**config.mk**
```make
export PLATFORM = sky130hd
export DESIGN_NAME = bdio_port
export DESIGN_NICKNAME = d
export VERILOG_FILES = /design/src/bdio_pkg.sv /design/src/bdio_port.sv
export SDC_FILE = /design/constraint.sdc
export NUM_CORES = 1
export LEC_CHECK = 0
export BUFFER_PORTS_ARGS = -buffer_cell sky130_fd_sc_hd__buf_2
export CORE_MARGIN = 10
export CORE_UTILIZATION = 35
export CTS_CLUSTER_DIAMETER = 40
export DETAILED_ROUTE_END_ITERATION = 10
export PLACE_DENSITY = 0.6
export SETUP_SLACK_MARGIN = 0.5
export SYNTH_ARGS = -nofsm -noshare
export SYNTH_HDL_FRONTEND = slang
export SYNTH_SLANG_ARGS = --single-unit
```
**constraint.sdc**
```tcl
create_clock -name clock_i -period 3.5 [get_ports clock_i]
set_clock_uncertainty 0.15 [all_clocks]
set_input_delay 0.175 -clock clock_i [delete_from_list [all_inputs] [get_ports clock_i]]
set_output_delay 0.175 -clock clock_i [all_outputs]
set_load 0.005 [all_outputs]
```
**src/bdio_pkg.sv**
```systemverilog
// package of constants for the buffered 12-channel digital input/output port
package bdio_pkg;
  localparam int WIDTH = 12;
  // io opcode fields: 6 dd f, device code octal 50..57
  localparam logic [2:0] IO_PREFIX = 3'h6;
  localparam logic [5:0] DEV_CODE_MIN = 6'h28;
  localparam logic [5:0] DEV_CODE_MAX = 6'h2F;
  localparam logic [5:0] DEV_CODE_RESET = 6'h28;
  localparam int OP_HI = 11;
  localparam int OP_LO = 9;
  localparam int DEV_HI = 8;
  localparam int DEV_LO = 3;
  localparam int FN_HI = 2;
  // function codes
  localparam logic [2:0] FN_IRQ_DISABLE = 3'h0;
  localparam logic [2:0] FN_IRQ_ENABLE = 3'h1;
  localparam logic [2:0] FN_SKIP = 3'h2;
  localparam logic [2:0] FN_IN_CLEAR = 3'h3;
  localparam logic [2:0] FN_IN_READ = 3'h4;
  localparam logic [2:0] FN_OUT_CLEAR = 3'h5;
  localparam logic [2:0] FN_OUT_SET = 3'h6;
  localparam logic [2:0] FN_OUT_READ = 3'h7;
  // least input low time and the cycles it covers at 40 MHz
  localparam int CLK_PERIOD_PS = 25000;
  localparam int MIN_LOW_NS = 50;
  localparam int MIN_LOW_CYC = (MIN_LOW_NS * 1000 + CLK_PERIOD_PS - 1) / CLK_PERIOD_PS;
  localparam logic [11:0] REG_RESET = 12'h000;
endpackage

```
**src/bdio_port.sv**
```systemverilog
// buffered 12-channel digital input/output port, device side
`timescale 1ns/1ps
`default_nettype none
module bdio_port #(
  parameter int WIDTH = bdio_pkg::WIDTH
) (
  input wire logic clock_i,
  input wire logic nrst_i,
  input wire logic bus_init_i,
  input wire logic [5:0] dev_code_i,
  input wire logic io_strobe_i,
  input wire logic [11:0] io_instr_i,
  input wire logic [WIDTH-1:0] acc_i,
  output logic [WIDTH-1:0] acc_data_o,
  output logic acc_load_o,
  output logic skip_o,
  output logic irq_o,
  input wire logic [WIDTH-1:0] in_lines_n_i,
  input wire logic [WIDTH-1:0] level_mode_i,
  input wire logic [WIDTH-1:0] event_enable_i,
  output logic [WIDTH-1:0] out_lines_n_o,
  output logic irq_enable_o
);
  // the instruction and accumulator paths are fixed at 12 bits, so refuse other widths
  generate
    if (WIDTH != bdio_pkg::WIDTH) begin : g_bad_width
      $error("bdio_port: width must equal the accumulator width");
    end
  endgenerate

  // ==========================================================
  // reset release
  logic rst_meta;
  logic rst_n;
  always_ff @(posedge clock_i or negedge nrst_i) begin
    if (!nrst_i) begin
      rst_meta <= 1'b0;
      rst_n <= 1'b0;
    end else begin
      rst_meta <= 1'b1;
      rst_n <= rst_meta;
    end
  end

  // ==========================================================
  // device code strap, registered every clock after reset release
  logic [5:0] dev_code;
  logic dev_valid;
  always_ff @(posedge clock_i or negedge rst_n) begin
    if (!rst_n) begin
      dev_code <= bdio_pkg::DEV_CODE_RESET;
    end else begin
      dev_code <= dev_code_i;
    end
  end
  // an out-of-range strap falls back to the factory code
  assign dev_valid = (dev_code >= bdio_pkg::DEV_CODE_MIN) &&
                     (dev_code <= bdio_pkg::DEV_CODE_MAX);

  // ==========================================================
  // instruction decode
  wire logic [5:0] active_code;
  wire logic selected;
  wire logic [2:0] fn;
  wire logic op_irq_disable;
  wire logic op_irq_enable;
  wire logic op_skip;
  wire logic op_in_clear;
  wire logic op_in_read;
  wire logic op_out_clear;
  wire logic op_out_set;
  wire logic op_out_read;
  assign active_code = dev_valid ? dev_code : bdio_pkg::DEV_CODE_RESET;
  assign selected = io_strobe_i &&
      (io_instr_i[bdio_pkg::OP_HI:bdio_pkg::OP_LO] == bdio_pkg::IO_PREFIX) &&
      (io_instr_i[bdio_pkg::DEV_HI:bdio_pkg::DEV_LO] == active_code);
  assign fn = io_instr_i[bdio_pkg::FN_HI:0];
  assign op_irq_disable = selected && (fn == bdio_pkg::FN_IRQ_DISABLE);
  assign op_irq_enable = selected && (fn == bdio_pkg::FN_IRQ_ENABLE);
  assign op_skip = selected && (fn == bdio_pkg::FN_SKIP);
  assign op_in_clear = selected && (fn == bdio_pkg::FN_IN_CLEAR);
  assign op_in_read = selected && (fn == bdio_pkg::FN_IN_READ);
  assign op_out_clear = selected && (fn == bdio_pkg::FN_OUT_CLEAR);
  assign op_out_set = selected && (fn == bdio_pkg::FN_OUT_SET);
  assign op_out_read = selected && (fn == bdio_pkg::FN_OUT_READ);

  // ==========================================================
  // output register
  logic [WIDTH-1:0] out_reg;
  wire logic [WIDTH-1:0] next_out_reg;
  // set then clear: one instruction at a time, so no overlap matters
  assign next_out_reg = op_out_set ? (out_reg | acc_i) :
                        op_out_clear ? (out_reg & ~acc_i) :
                        out_reg;
  // init leaves contents alone; software clears them itself
  always_ff @(posedge clock_i or negedge rst_n) begin
    if (!rst_n) begin
      out_reg <= bdio_pkg::REG_RESET;
    end else begin
      out_reg <= next_out_reg;
    end
  end
  // lines are low for true and move only with the register
  assign out_lines_n_o = ~out_reg;

  // ==========================================================
  // input capture, one cell per channel
  logic [WIDTH-1:0] in_prev;
  logic [WIDTH-1:0] in_latch;
  wire logic [WIDTH-1:0] in_true;
  wire logic [WIDTH-1:0] in_view;
  assign in_true = ~in_lines_n_i;
  genvar gi;
  generate
    for (gi = 0; gi < WIDTH; gi = gi + 1) begin : g_in
      wire logic fall;
      wire logic clr;
      // a falling edge seen at one sample is caught; 50 ns spans two samples
      assign fall = in_prev[gi] && !in_lines_n_i[gi];
      assign clr = op_in_clear && acc_i[gi];
      always_ff @(posedge clock_i or negedge rst_n) begin
        if (!rst_n) begin
          in_prev[gi] <= 1'b1;
          in_latch[gi] <= 1'b0;
        end else begin
          in_prev[gi] <= in_lines_n_i[gi];
          // a new edge wins over a clear in the same cycle, so no event is lost
          if (fall) begin
            in_latch[gi] <= 1'b1;
          end else if (clr) begin
            in_latch[gi] <= 1'b0;
          end
        end
      end
      // level mode bypasses the latch entirely
      assign in_view[gi] = level_mode_i[gi] ? in_true[gi] : in_latch[gi];
    end
  endgenerate

  // ==========================================================
  // event flag, interrupt enable, skip and interrupt
  logic irq_en;
  wire logic event_flag;
  assign event_flag = |(in_view & event_enable_i);
  always_ff @(posedge clock_i or negedge rst_n) begin
    if (!rst_n) begin
      irq_en <= 1'b0;
    end else if (bus_init_i || op_irq_disable) begin
      irq_en <= 1'b0;
    end else if (op_irq_enable) begin
      irq_en <= 1'b1;
    end
  end
  assign irq_o = irq_en && event_flag;
  assign irq_enable_o = irq_en;
  assign skip_o = op_skip && event_flag;

  // ==========================================================
  // read data back to the accumulator
  wire logic [WIDTH-1:0] next_acc_data;
  assign next_acc_data = op_out_read ? out_reg :
                         op_in_read ? in_view :
                         acc_data_o;
  always_ff @(posedge clock_i or negedge rst_n) begin
    if (!rst_n) begin
      acc_data_o <= bdio_pkg::REG_RESET;
    end else begin
      acc_data_o <= next_acc_data;
    end
  end
  // load strobe is combinational, data follows one clock later
  assign acc_load_o = op_out_read || op_in_read;
endmodule
`default_nettype wire

```
==> key figures, run 1 <==
Cells and area
  • Most frequent cells in the layout: 97 x buf_2, 42 x dfrtp_1, 37 x inv_1
  • Layout Utilization: 0.4914
  • Syn-to-layout area delta: 35.98%
  • Diode count: 0
  • Most common cell after layout, fill and taps aside: buf_2
  • Nets: roughly 480
  • Non-Filler Instances: 513
  • Layout cells sized above 1: 0.3309

Drt
  • Initial drt markers: 102
  • DR pass1 iterations: 4
  • Antenna-violating nets left: 0
  • Vias per std cell: 5.150
  • Wire per inst: 16.53 um
  • DRC viols: 0
  • Routed wire length: 8481 um
  • Via count: 2642

STA
  • Final period utilization: 0.7223
  • Slew @ Worst Pin: ~0.90 ns
  • Max-slew headroom: 0.3997
  • Max Fclk: around 400 MHz
  • Final setup viols: 0
  • Fin. Hold Viols: 0
  • WHS: 0.008241 ns
  • RSZ-0062 raised after global routing: false
  • Setup TNS Final: 0 ns
  • Slew Viols, Final: 0
  • Tmin final: around 2.5 ns

Critical path
  • Crit path arrival time: 2.20 ns
  • CP Capture Type: output port
  • Worst path required time: 3.17 ns
  • Crit Path Class: reg2out
  • Critical path fanouts, max: 12
  • Startpoint types: register

Synth
  • Synthesized Nets: 353
  • Ys flop type: dfrtp_1
  • Mapped Cells: 283
  • Synthesis-stage register bit count: 57
  • Cells taking the most area after synthesis: dfrtp_1 39%, dfstp_2 13%, a21oi_1 5.2%
  • Area share of the largest cell type after synthesis: 0.3853
  • Synth async-reset ratio: 1.000
  • Post-synth EDFFs: 0
  • Synthesized area: 2793 um^2
  • Ys Warns: 0
  • Distinct cells, synth: about 40
  • Post-synth top area cell: dfrtp_1
  • Mean post-synth cell area: 9.868 um^2
  • Sequential area share after synthesis: 0.5170

Clocking
  • Root buffer cell: clkbuf_8
  • CTS Buffer Depth: 2
  • Setup Buffers After CTS: 0
  • Htree depth: 3
  • CTS buffer count: 9
  • TritonCTS clock tree: done
  • Clk pin slew, worst setup/hold paths: 0.06 ns
  • Clock Latency Late Sink: ~0.33 ns
  • Clk sinks: 57
  • Post-CTS Resized: 0

GRT
  • Initial antenna violation count: 0
  • Pin count of the biggest net entering global routing: 48
  • Total GRT Usage: 0.1432
  • First-pass GRT wire length: approximately 14000 um
  • Grt ovf: 0
  • Number of global-route vias before repair: 2706

Floorplanning
  • Die ar.: between 10000 and 15000 um^2
  • Core area: 7727 um^2
  • Cell row count: 32
  • Die extent in x: 109.3 um
  • Die extent in y: 109.3 um
  • Ports: 98
  • Starting Density: 0.3614

Job
  • MaxCap Viol Count: 0

Placed design
  • Port Buffers: 97
  • Placed instance count: between 400 and 500
  • HPWL Detailed: 6111 um
  • RePlAce Congestion: 0.7682

Hold path
  • Worst hold path type: in2reg

Pwr
  • Leakage: roughly 1.7 nW
  • PD cells: 356.7 nW/um^2
  • Maximum vdd drop: 0.2101 mV

Outcome
  • Status: finished, final reports clean
-- report_power, final --
group          leakage [nW]  internal, W  total (W)  switching, W
Clock                0.0899     0.000271   0.000525      0.000254
Combinational         0.983    0.0000683   0.000139     0.0000708
Sequential            0.671     0.000677   0.000690     0.0000130
-- logic make-up (layout without fill, tap and decap cells) --
kind of cell | after synthesis | after routing | synth area share
buffers and inverters | 54 | 182 | 0.07572
AOI/OAI and AO/OA | 108 | 108 | 0.2702
DFF | 57 | 57 | 0.5170
xor gates and xnor gates | 3 | 3 | 0.01747
other | 1 | 1 | 0.001343
and+or+nand+nor | 60 | 60 | 0.1183
-- Yosys cell counts (all sizes together) (3+ instances only) --
| library cell | number |
|---|---|
| a211oi | 5 |
| a21oi | 29 |
| a221oi | 8 |
| a22o | 12 |
| a31o | 4 |
| a31oi | 12 |
| buf | 5 |
| clkbuf | 10 |
| dfrtp | 43 |
| dfstp | 14 |
| inv | 38 |
| nand2 | 23 |
| nand2b | 3 |
| nand4b | 3 |
| nor2 | 9 |
| nor4 | 5 |
| o211ai | 4 |
| o21ai | 8 |
| o31ai | 13 |
| o32ai | 8 |
| xor2 | 3 |
-- worst max-delay path, stage by stage (launching register included) --
cell and delay (ns):
dfstp_2 0.54, nand4b_1 0.16, xor2_2 0.24, nand4_2 0.33, nor4_1 0.42, buf_2 0.19
-- per-stage QoR --
stage               instance area, um^2  total power [W]  worst slack [ns]
finish                             3797         0.001355            0.9720
global placement                   3372        0.0008168             1.141
global route                       3797         0.001416            0.8099
CTS                                3797         0.001371            0.9530
floorplan                          2793        0.0007499             1.590
detailed placement                 3372        0.0008202             1.102
-- final cells by class --
cell class,instances,area [um^2]
Fill cell,734,3930
Sequential cell,57,1445
Multi-Input combinational cell,172,1137
Timing Repair Buffer,127,775.7
Inverter,39,146.4
Clock buffer,12,145.1
Tap cell,102,127.6
Clock inverter,4,20.02
-- final timing paths --
path	start	endpoint	slack, ns	cells past startpoint
min in group asynchronous	rst_n$_DFF_PN0_	async pin	0.26	0
worst min register to register	rst_meta$_DFF_PN0_	rst_n$_DFF_PN0_	0.20	0
worst max-delay path	dev_code[3]$_DFF_PN1_	skip_o	0.97	5
max in group asynchronous	rst_n$_DFF_PN0_	in_prev[4]$_DFF_PN1_	2.10	1
worst min-delay path	acc_i[5]	in_latch[5]$_DFFE_PN0P_	0.008	3
worst max register to register	dev_code[3]$_DFF_PN1_	acc_data_o[8]$_DFFE_PN0P_	1.09	6
-- layer usage --
metal | global-route usage | share of wire
met1 | 0.1917 | 0.46
met5 | 0 | 0
met4 | 0.06227 | 0.019
met3 | 0.04096 | 0.077
met2 | 0.2108 | 0.45
-- timing repair --
action,CTS,global route
hold endpoints to repair,27,0
hold buffers,26,0
setup endpoints to repair,0,0
Power figures use the tool's default switching activity.
==> run 2, diff against run 1 <==
==> constraint.sdc (replaced) <==
create_clock -name clock_i -period 2.4 [get_ports clock_i]
set_clock_uncertainty 0.15 [all_clocks]
set_input_delay 0.12 -clock clock_i [delete_from_list [all_inputs] [get_ports clock_i]]
set_output_delay 0.12 -clock clock_i [all_outputs]
set_load 0.005 [all_outputs]
==> key figures, run 2 (synthesis gave the netlist of run 1 again) <==
Outcome
  • Status: finished, final reports clean

Cells and area
  • Fillers: approximately 650
  • Footprint of the multi-input gates: 1390 um^2
  • Non-Filler Instances: about 540
  • Diode count: 0
  • Layout Utilization: 0.5740
  • Most frequent cells in the layout: 97 x buf_2, 42 x dfrtp_1, 37 x inv_1
  • Layout cells sized above 1: 0.4305
  • Syn-to-layout area delta: 58.83%
  • Nets: about 500
  • FF/Latch Area: between 1000 and 1500 um^2
  • Most common cell after layout, fill and taps aside: buf_2

Drt
  • Via count: 2811
  • Wire per inst: roughly 17 um
  • DR pass1 iterations: 4
  • Initial drt markers: 148
  • Antenna-violating nets left: 0
  • DRC viols: 0
  • Vias per std cell: between 5 and 6
  • Routed wire length: 9323 um

Floorplanning
  • Cell row count: 32
  • Starting Density: 0.3614
  • Die extent in x: 109.3 um
  • Die extent in y: 109.3 um
  • Die ar.: between 10000 and 15000 um^2
  • Ports: 98
  • Core area: a little under 8000 um^2

Pwr
  • PD cells: 506.6 nW/um^2
  • Leakage: roughly 2.0 nW
  • Maximum vdd drop: 0.4137 mV

GRT
  • Pin count of the biggest net entering global routing: 36
  • Number of global-route vias before repair: 2856
  • Initial antenna violation count: 0
  • Grt ovf: 0
  • Total GRT Usage: 0.1539
  • First-pass GRT wire length: 14410 um

Critical path
  • Crit Path Class: reg2reg
  • Startpoint types: register
  • Crit path arrival time: 2.25 ns
  • CP Capture Type: register
  • Worst path required time: roughly 2.5 ns
  • Critical path fanouts, max: 5

Clocking
  • Clock Latency Late Sink: 0.33 ns
  • Clk sinks: 57
  • Clk pin slew, worst setup/hold paths: roughly 0.060 ns
  • CTS Buffer Depth: 2
  • CTS buffer count: 9
  • Root buffer cell: clkbuf_8
  • TritonCTS clock tree: done
  • Htree depth: 3

STA
  • Setup TNS Final: 0 ns
  • Final setup viols: 0
  • Tmin final: 2.137 ns
  • RSZ-0062 raised after global routing: true
  • Final period utilization: 0.8906
  • Max-slew headroom: 0.5580
  • Slew @ Worst Pin: 0.6630 ns
  • Max Fclk: 467.9 MHz
  • Slew Viols, Final: 0
  • Fin. Hold Viols: 0

Placed design
  • Placed instance count: ~480
  • Port Buffers: 97
  • RePlAce Congestion: 0.7697
  • HPWL Detailed: 6325 um

Hold path
  • Worst hold path type: in2reg

Job
  • MaxCap Viol Count: 0
## run 2: final timing paths
path	slack, ns	from	cells after the start	end
setup reg to reg	0.26	dev_code[3]$_DFF_PN1_	6	irq_enable_o$_DFFE_PN0P_
max in group asynchronous	1.41	rst_n$_DFF_PN0_	1	in_prev[3]$_DFF_PN1_
setup / recovery	0.26	dev_code[3]$_DFF_PN1_	6	irq_enable_o$_DFFE_PN0P_
hold / removal	0.02	in_lines_n_i[1]	4	acc_data_o[1]$_DFFE_PN0P_
min in group asynchronous	0.07	rst_n$_DFF_PN0_	0	async pin
hold reg to reg	0.07	rst_n$_DFF_PN0_	0	async pin
## run 2: cell type report
class / instances / share of cell area
Inverter: 39 / 0.03300
Clock inverter: 1 / 0.006770
Timing Repair Buffer: 155 / 0.2480
Clock buffer: 15 / 0.04429
Multi-Input combinational cell: 172 / 0.3134
Sequential cell: 57 / 0.3258
Tap cell: 102 / 0.02877
## run 2: where the power goes
group          switching, W  internal (W)  leakage [nW]
combinational      0.000135      0.000124          1.19
sequential        0.0000127      0.000988         0.671
clock              0.000366      0.000622         0.116
total              0.000513       0.00173          1.98
## run 2: stage by stage
stage	worst slack (ns)	total power (W)	hold WS [ns]	cell area, um^2
finish	0.2626	0.002247	0.02494	4436
floorplan	0.5014	0.001095	-0.3256	2804
global route	0.1461	0.002353	0.02947	4436
global placement	0.3760	0.001197	-0.2433	3443
detailed placement	0.2865	0.001202	-0.2410	3443
CTS	0.2417	0.002253	0.004310	4184
## run 2: critical path, stage by stage (launching register included)
cell and delay, ns:
dfstp_2 0.54, nand4b_1 0.15, xor2_2 0.25, nand4_4 0.20
buf_6 0.19, or4b_4 0.47, a21oi_2 0.12
## run 2: what timing repair did
action / in CTS / in global routing
hold buffers: 35 / 0
resized for setup: 23 / 35
endpoints found under the setup margin: 28 / 40
gates cloned: 0 / 3
pin swaps: 12 / 15
buffers inserted: 6 / 5
hold endpoints to repair: 47 / 0
## run 2: metal layers
metal  vias up  global-route usage  part of all wire
met5         -                   0                 0
met1      1356              0.1909              0.42
met4         0             0.04461            0.0079
met3         9             0.04213             0.059
met2        98              0.2564              0.51
li1       1348                   -                 -
==> run 3, diff against run 2 <==
--- a/config.mk
+++ b/config.mk
@@ -11,6 +11,7 @@
 export CTS_CLUSTER_DIAMETER = 40
 export DETAILED_ROUTE_END_ITERATION = 10
 export PLACE_DENSITY = 0.6
+export REMOVE_ABC_BUFFERS = 1
 export SETUP_SLACK_MARGIN = 0.5
 export SYNTH_ARGS = -nofsm -noshare
 export SYNTH_HDL_FRONTEND = slang
==> key figures, run 3 (synthesis gave the netlist of run 1 again) <==
Critical path
  • R2R Path End: irq_enable_o$_DFFE_PN0P_
  • Startpoint types: register
  • Path depth of the worst reg2reg path: 6
  • Crit path capture: skip_o
  • Worst path required time: around 2.1 ns
  • Critical path fanouts, max: 4
  • Reg-to-reg critical path startpoint: dev_code[5]$_DFF_PN1_
  • Critical path origin: dev_code[5]$_DFF_PN1_
  • Worst R2R Setup Slack: 0.24 ns
  • Crit path arrival time: 1.90 ns
  • CP Capture Type: output port
  • Crit Path Class: reg2out

STA
  • RSZ-0062 raised after global routing: true
  • Max Fclk: about 460 MHz
  • Slew Viols, Final: 0
  • Setup TNS Final: 0 ns
  • Final period utilization: 0.9053
  • Tmin final: 2.173 ns
  • Final setup viols: 0
  • WHS: around 0.017 ns
  • Max-slew headroom: 0.5796
  • Slew @ Worst Pin: around 0.63 ns
  • Fin. Hold Viols: 0

GRT
  • M1 GR Usage: 0.1965
  • Grt ovf: 0
  • GR Layer Usage met2: 0.2594
  • M3 GR Usage: 0.05734
  • Pin count of the biggest net entering global routing: between 40 and 50
  • Number of global-route vias before repair: 3012
  • Total GRT Usage: 0.1605
  • First-pass GRT wire length: 15090 um
  • Grt peak-use layer: met2
  • Initial antenna violation count: 0

Cells and area
  • Diode count: 0
  • Most common cell after layout, fill and taps aside: buf_2
  • Syn-to-layout area delta: 63.44%
  • Nets: 510
  • Most frequent cells in the layout: 97 x buf_2, 42 x dfrtp_1, 38 x dlygate4sd3_1
  • Layout cells sized above 1: 0.4539
  • Layout Utilization: 0.5907
  • Non-Filler Instances: between 500 and 600

Clocking
  • CTS Buffer Depth: 2
  • Clk sinks: 57
  • Clock Latency Late Sink: between 0.3 and 0.4 ns
  • CTS buffer count: 9
  • TritonCTS clock tree: done
  • Clk pin slew, worst setup/hold paths: 0.07 ns
  • Root buffer cell: clkbuf_8
  • Htree depth: 3

Pwr
  • PD cells: 475.2 nW/um^2
  • Maximum vdd drop: around 0.39 mV
  • Tot Pwr: 0.002169 W
  • Leakage: 2.002 nW

Placed design
  • RePlAce Congestion: 0.7714
  • HPWL Detailed: 6482 um
  • Placed instance count: 480
  • Port Buffers: 97

Job
  • MaxCap Viol Count: 0

Floorplanning
  • Ports: 98
  • Core area: 7727 um^2
  • Cell row count: 32
  • Die extent in y: 109.3 um
  • Die extent in x: ~110 um
  • Starting Density: 0.3614
  • Die ar.: 11950 um^2

Drt
  • DRC viols: 0
  • DR pass1 iterations: 6
  • Via count: 2871
  • Initial drt markers: 103
  • Wire per inst: 17.77 um
  • Antenna-violating nets left: 0
  • Vias per std cell: roughly 5.2
  • Routed wire length: 9718 um

Outcome
  • Status: finished, final reports clean

Hold path
  • Worst hold path type: reg2async
-- run 3: routing by layer --
layer,wire length (um),share of wire,vias to the layer above
met5,0,0,-
met4,117,0.012,0
met3,640,0.066,11
met2,4767,0.49,81
met1,4192,0.43,1419
li1,-,-,1360
-- run 3: report_power, final --
group / internal [W] / total [W] / switching (W) / leakage, nW
registers: 0.000988 / 0.000999 / 0.0000112 / 0.671
clock network: 0.000506 / 0.000893 / 0.000388 / 0.0974
logic: 0.000128 / 0.000277 / 0.000149 / 1.23
total: 0.00162 / 0.00217 / 0.000547 / 2.00
-- run 3: per-stage QoR --
| stage | instance area, um^2 | setup WS (ns) |
|---|---|---|
| 6_report | 4564 | 0.2272 |
| 3_5_place_dp | 3452 | 0.1956 |
| 4_1_cts | 4253 | 0.2580 |
| 3_3_place_gp | 3452 | 0.3034 |
| 2_1_floorplan | 2728 | 0.3121 |
| 5_1_grt | 4564 | 0.1209 |
-- run 3: worst min path at each step --
stage	end	start	slack, ns	depth (start not counted)
3_3_place_gp	rst_meta$_DFF_PN0_	nrst_i	-0.24	1
3_5_place_dp	rst_meta$_DFF_PN0_	nrst_i	-0.24	1
5_1_grt	acc_data_o[3]$_DFFE_PN0P_	in_lines_n_i[3]	0.03	4
2_1_floorplan	rst_meta$_DFF_PN0_	nrst_i	-0.33	0
6_report	in_latch[3]$_DFFE_PN0P_	rst_n$_DFF_PN0_	0.02	0
4_1_cts	register	io_instr_i[0]	0.02	2
-- run 3: what timing repair did --
item                                    4_1_cts  5_1_grt
hold buffers                                 38        0
resized for setup                            33       48
pin swaps                                    18       32
endpoints found under the hold margin        46        0
setup buffers                                 9        3
endpoints found under the setup margin       16       40
gates cloned                                  1        0
-- run 3: final cells by class --
type | instances | area [um^2]
Clock buffer | 13 | 148.9
Clock inverter | 3 | 40.04
Fill cell | 667 | 3163
Inverter | 39 | 146.4
Multi-Input combinational cell | 172 | 1526
Sequential cell | 57 | 1445
Tap cell | 102 | 127.6
Timing Repair Buffer | 161 | 1130
-- run 3: worst max-delay path, stage by stage, from the launching register on --
cell and delay [ns]:
dfstp_2 0.54, nand4b_1 0.16, xor2_2 0.31, nand4_4 0.18, nor4_4 0.21, buf_2 0.17
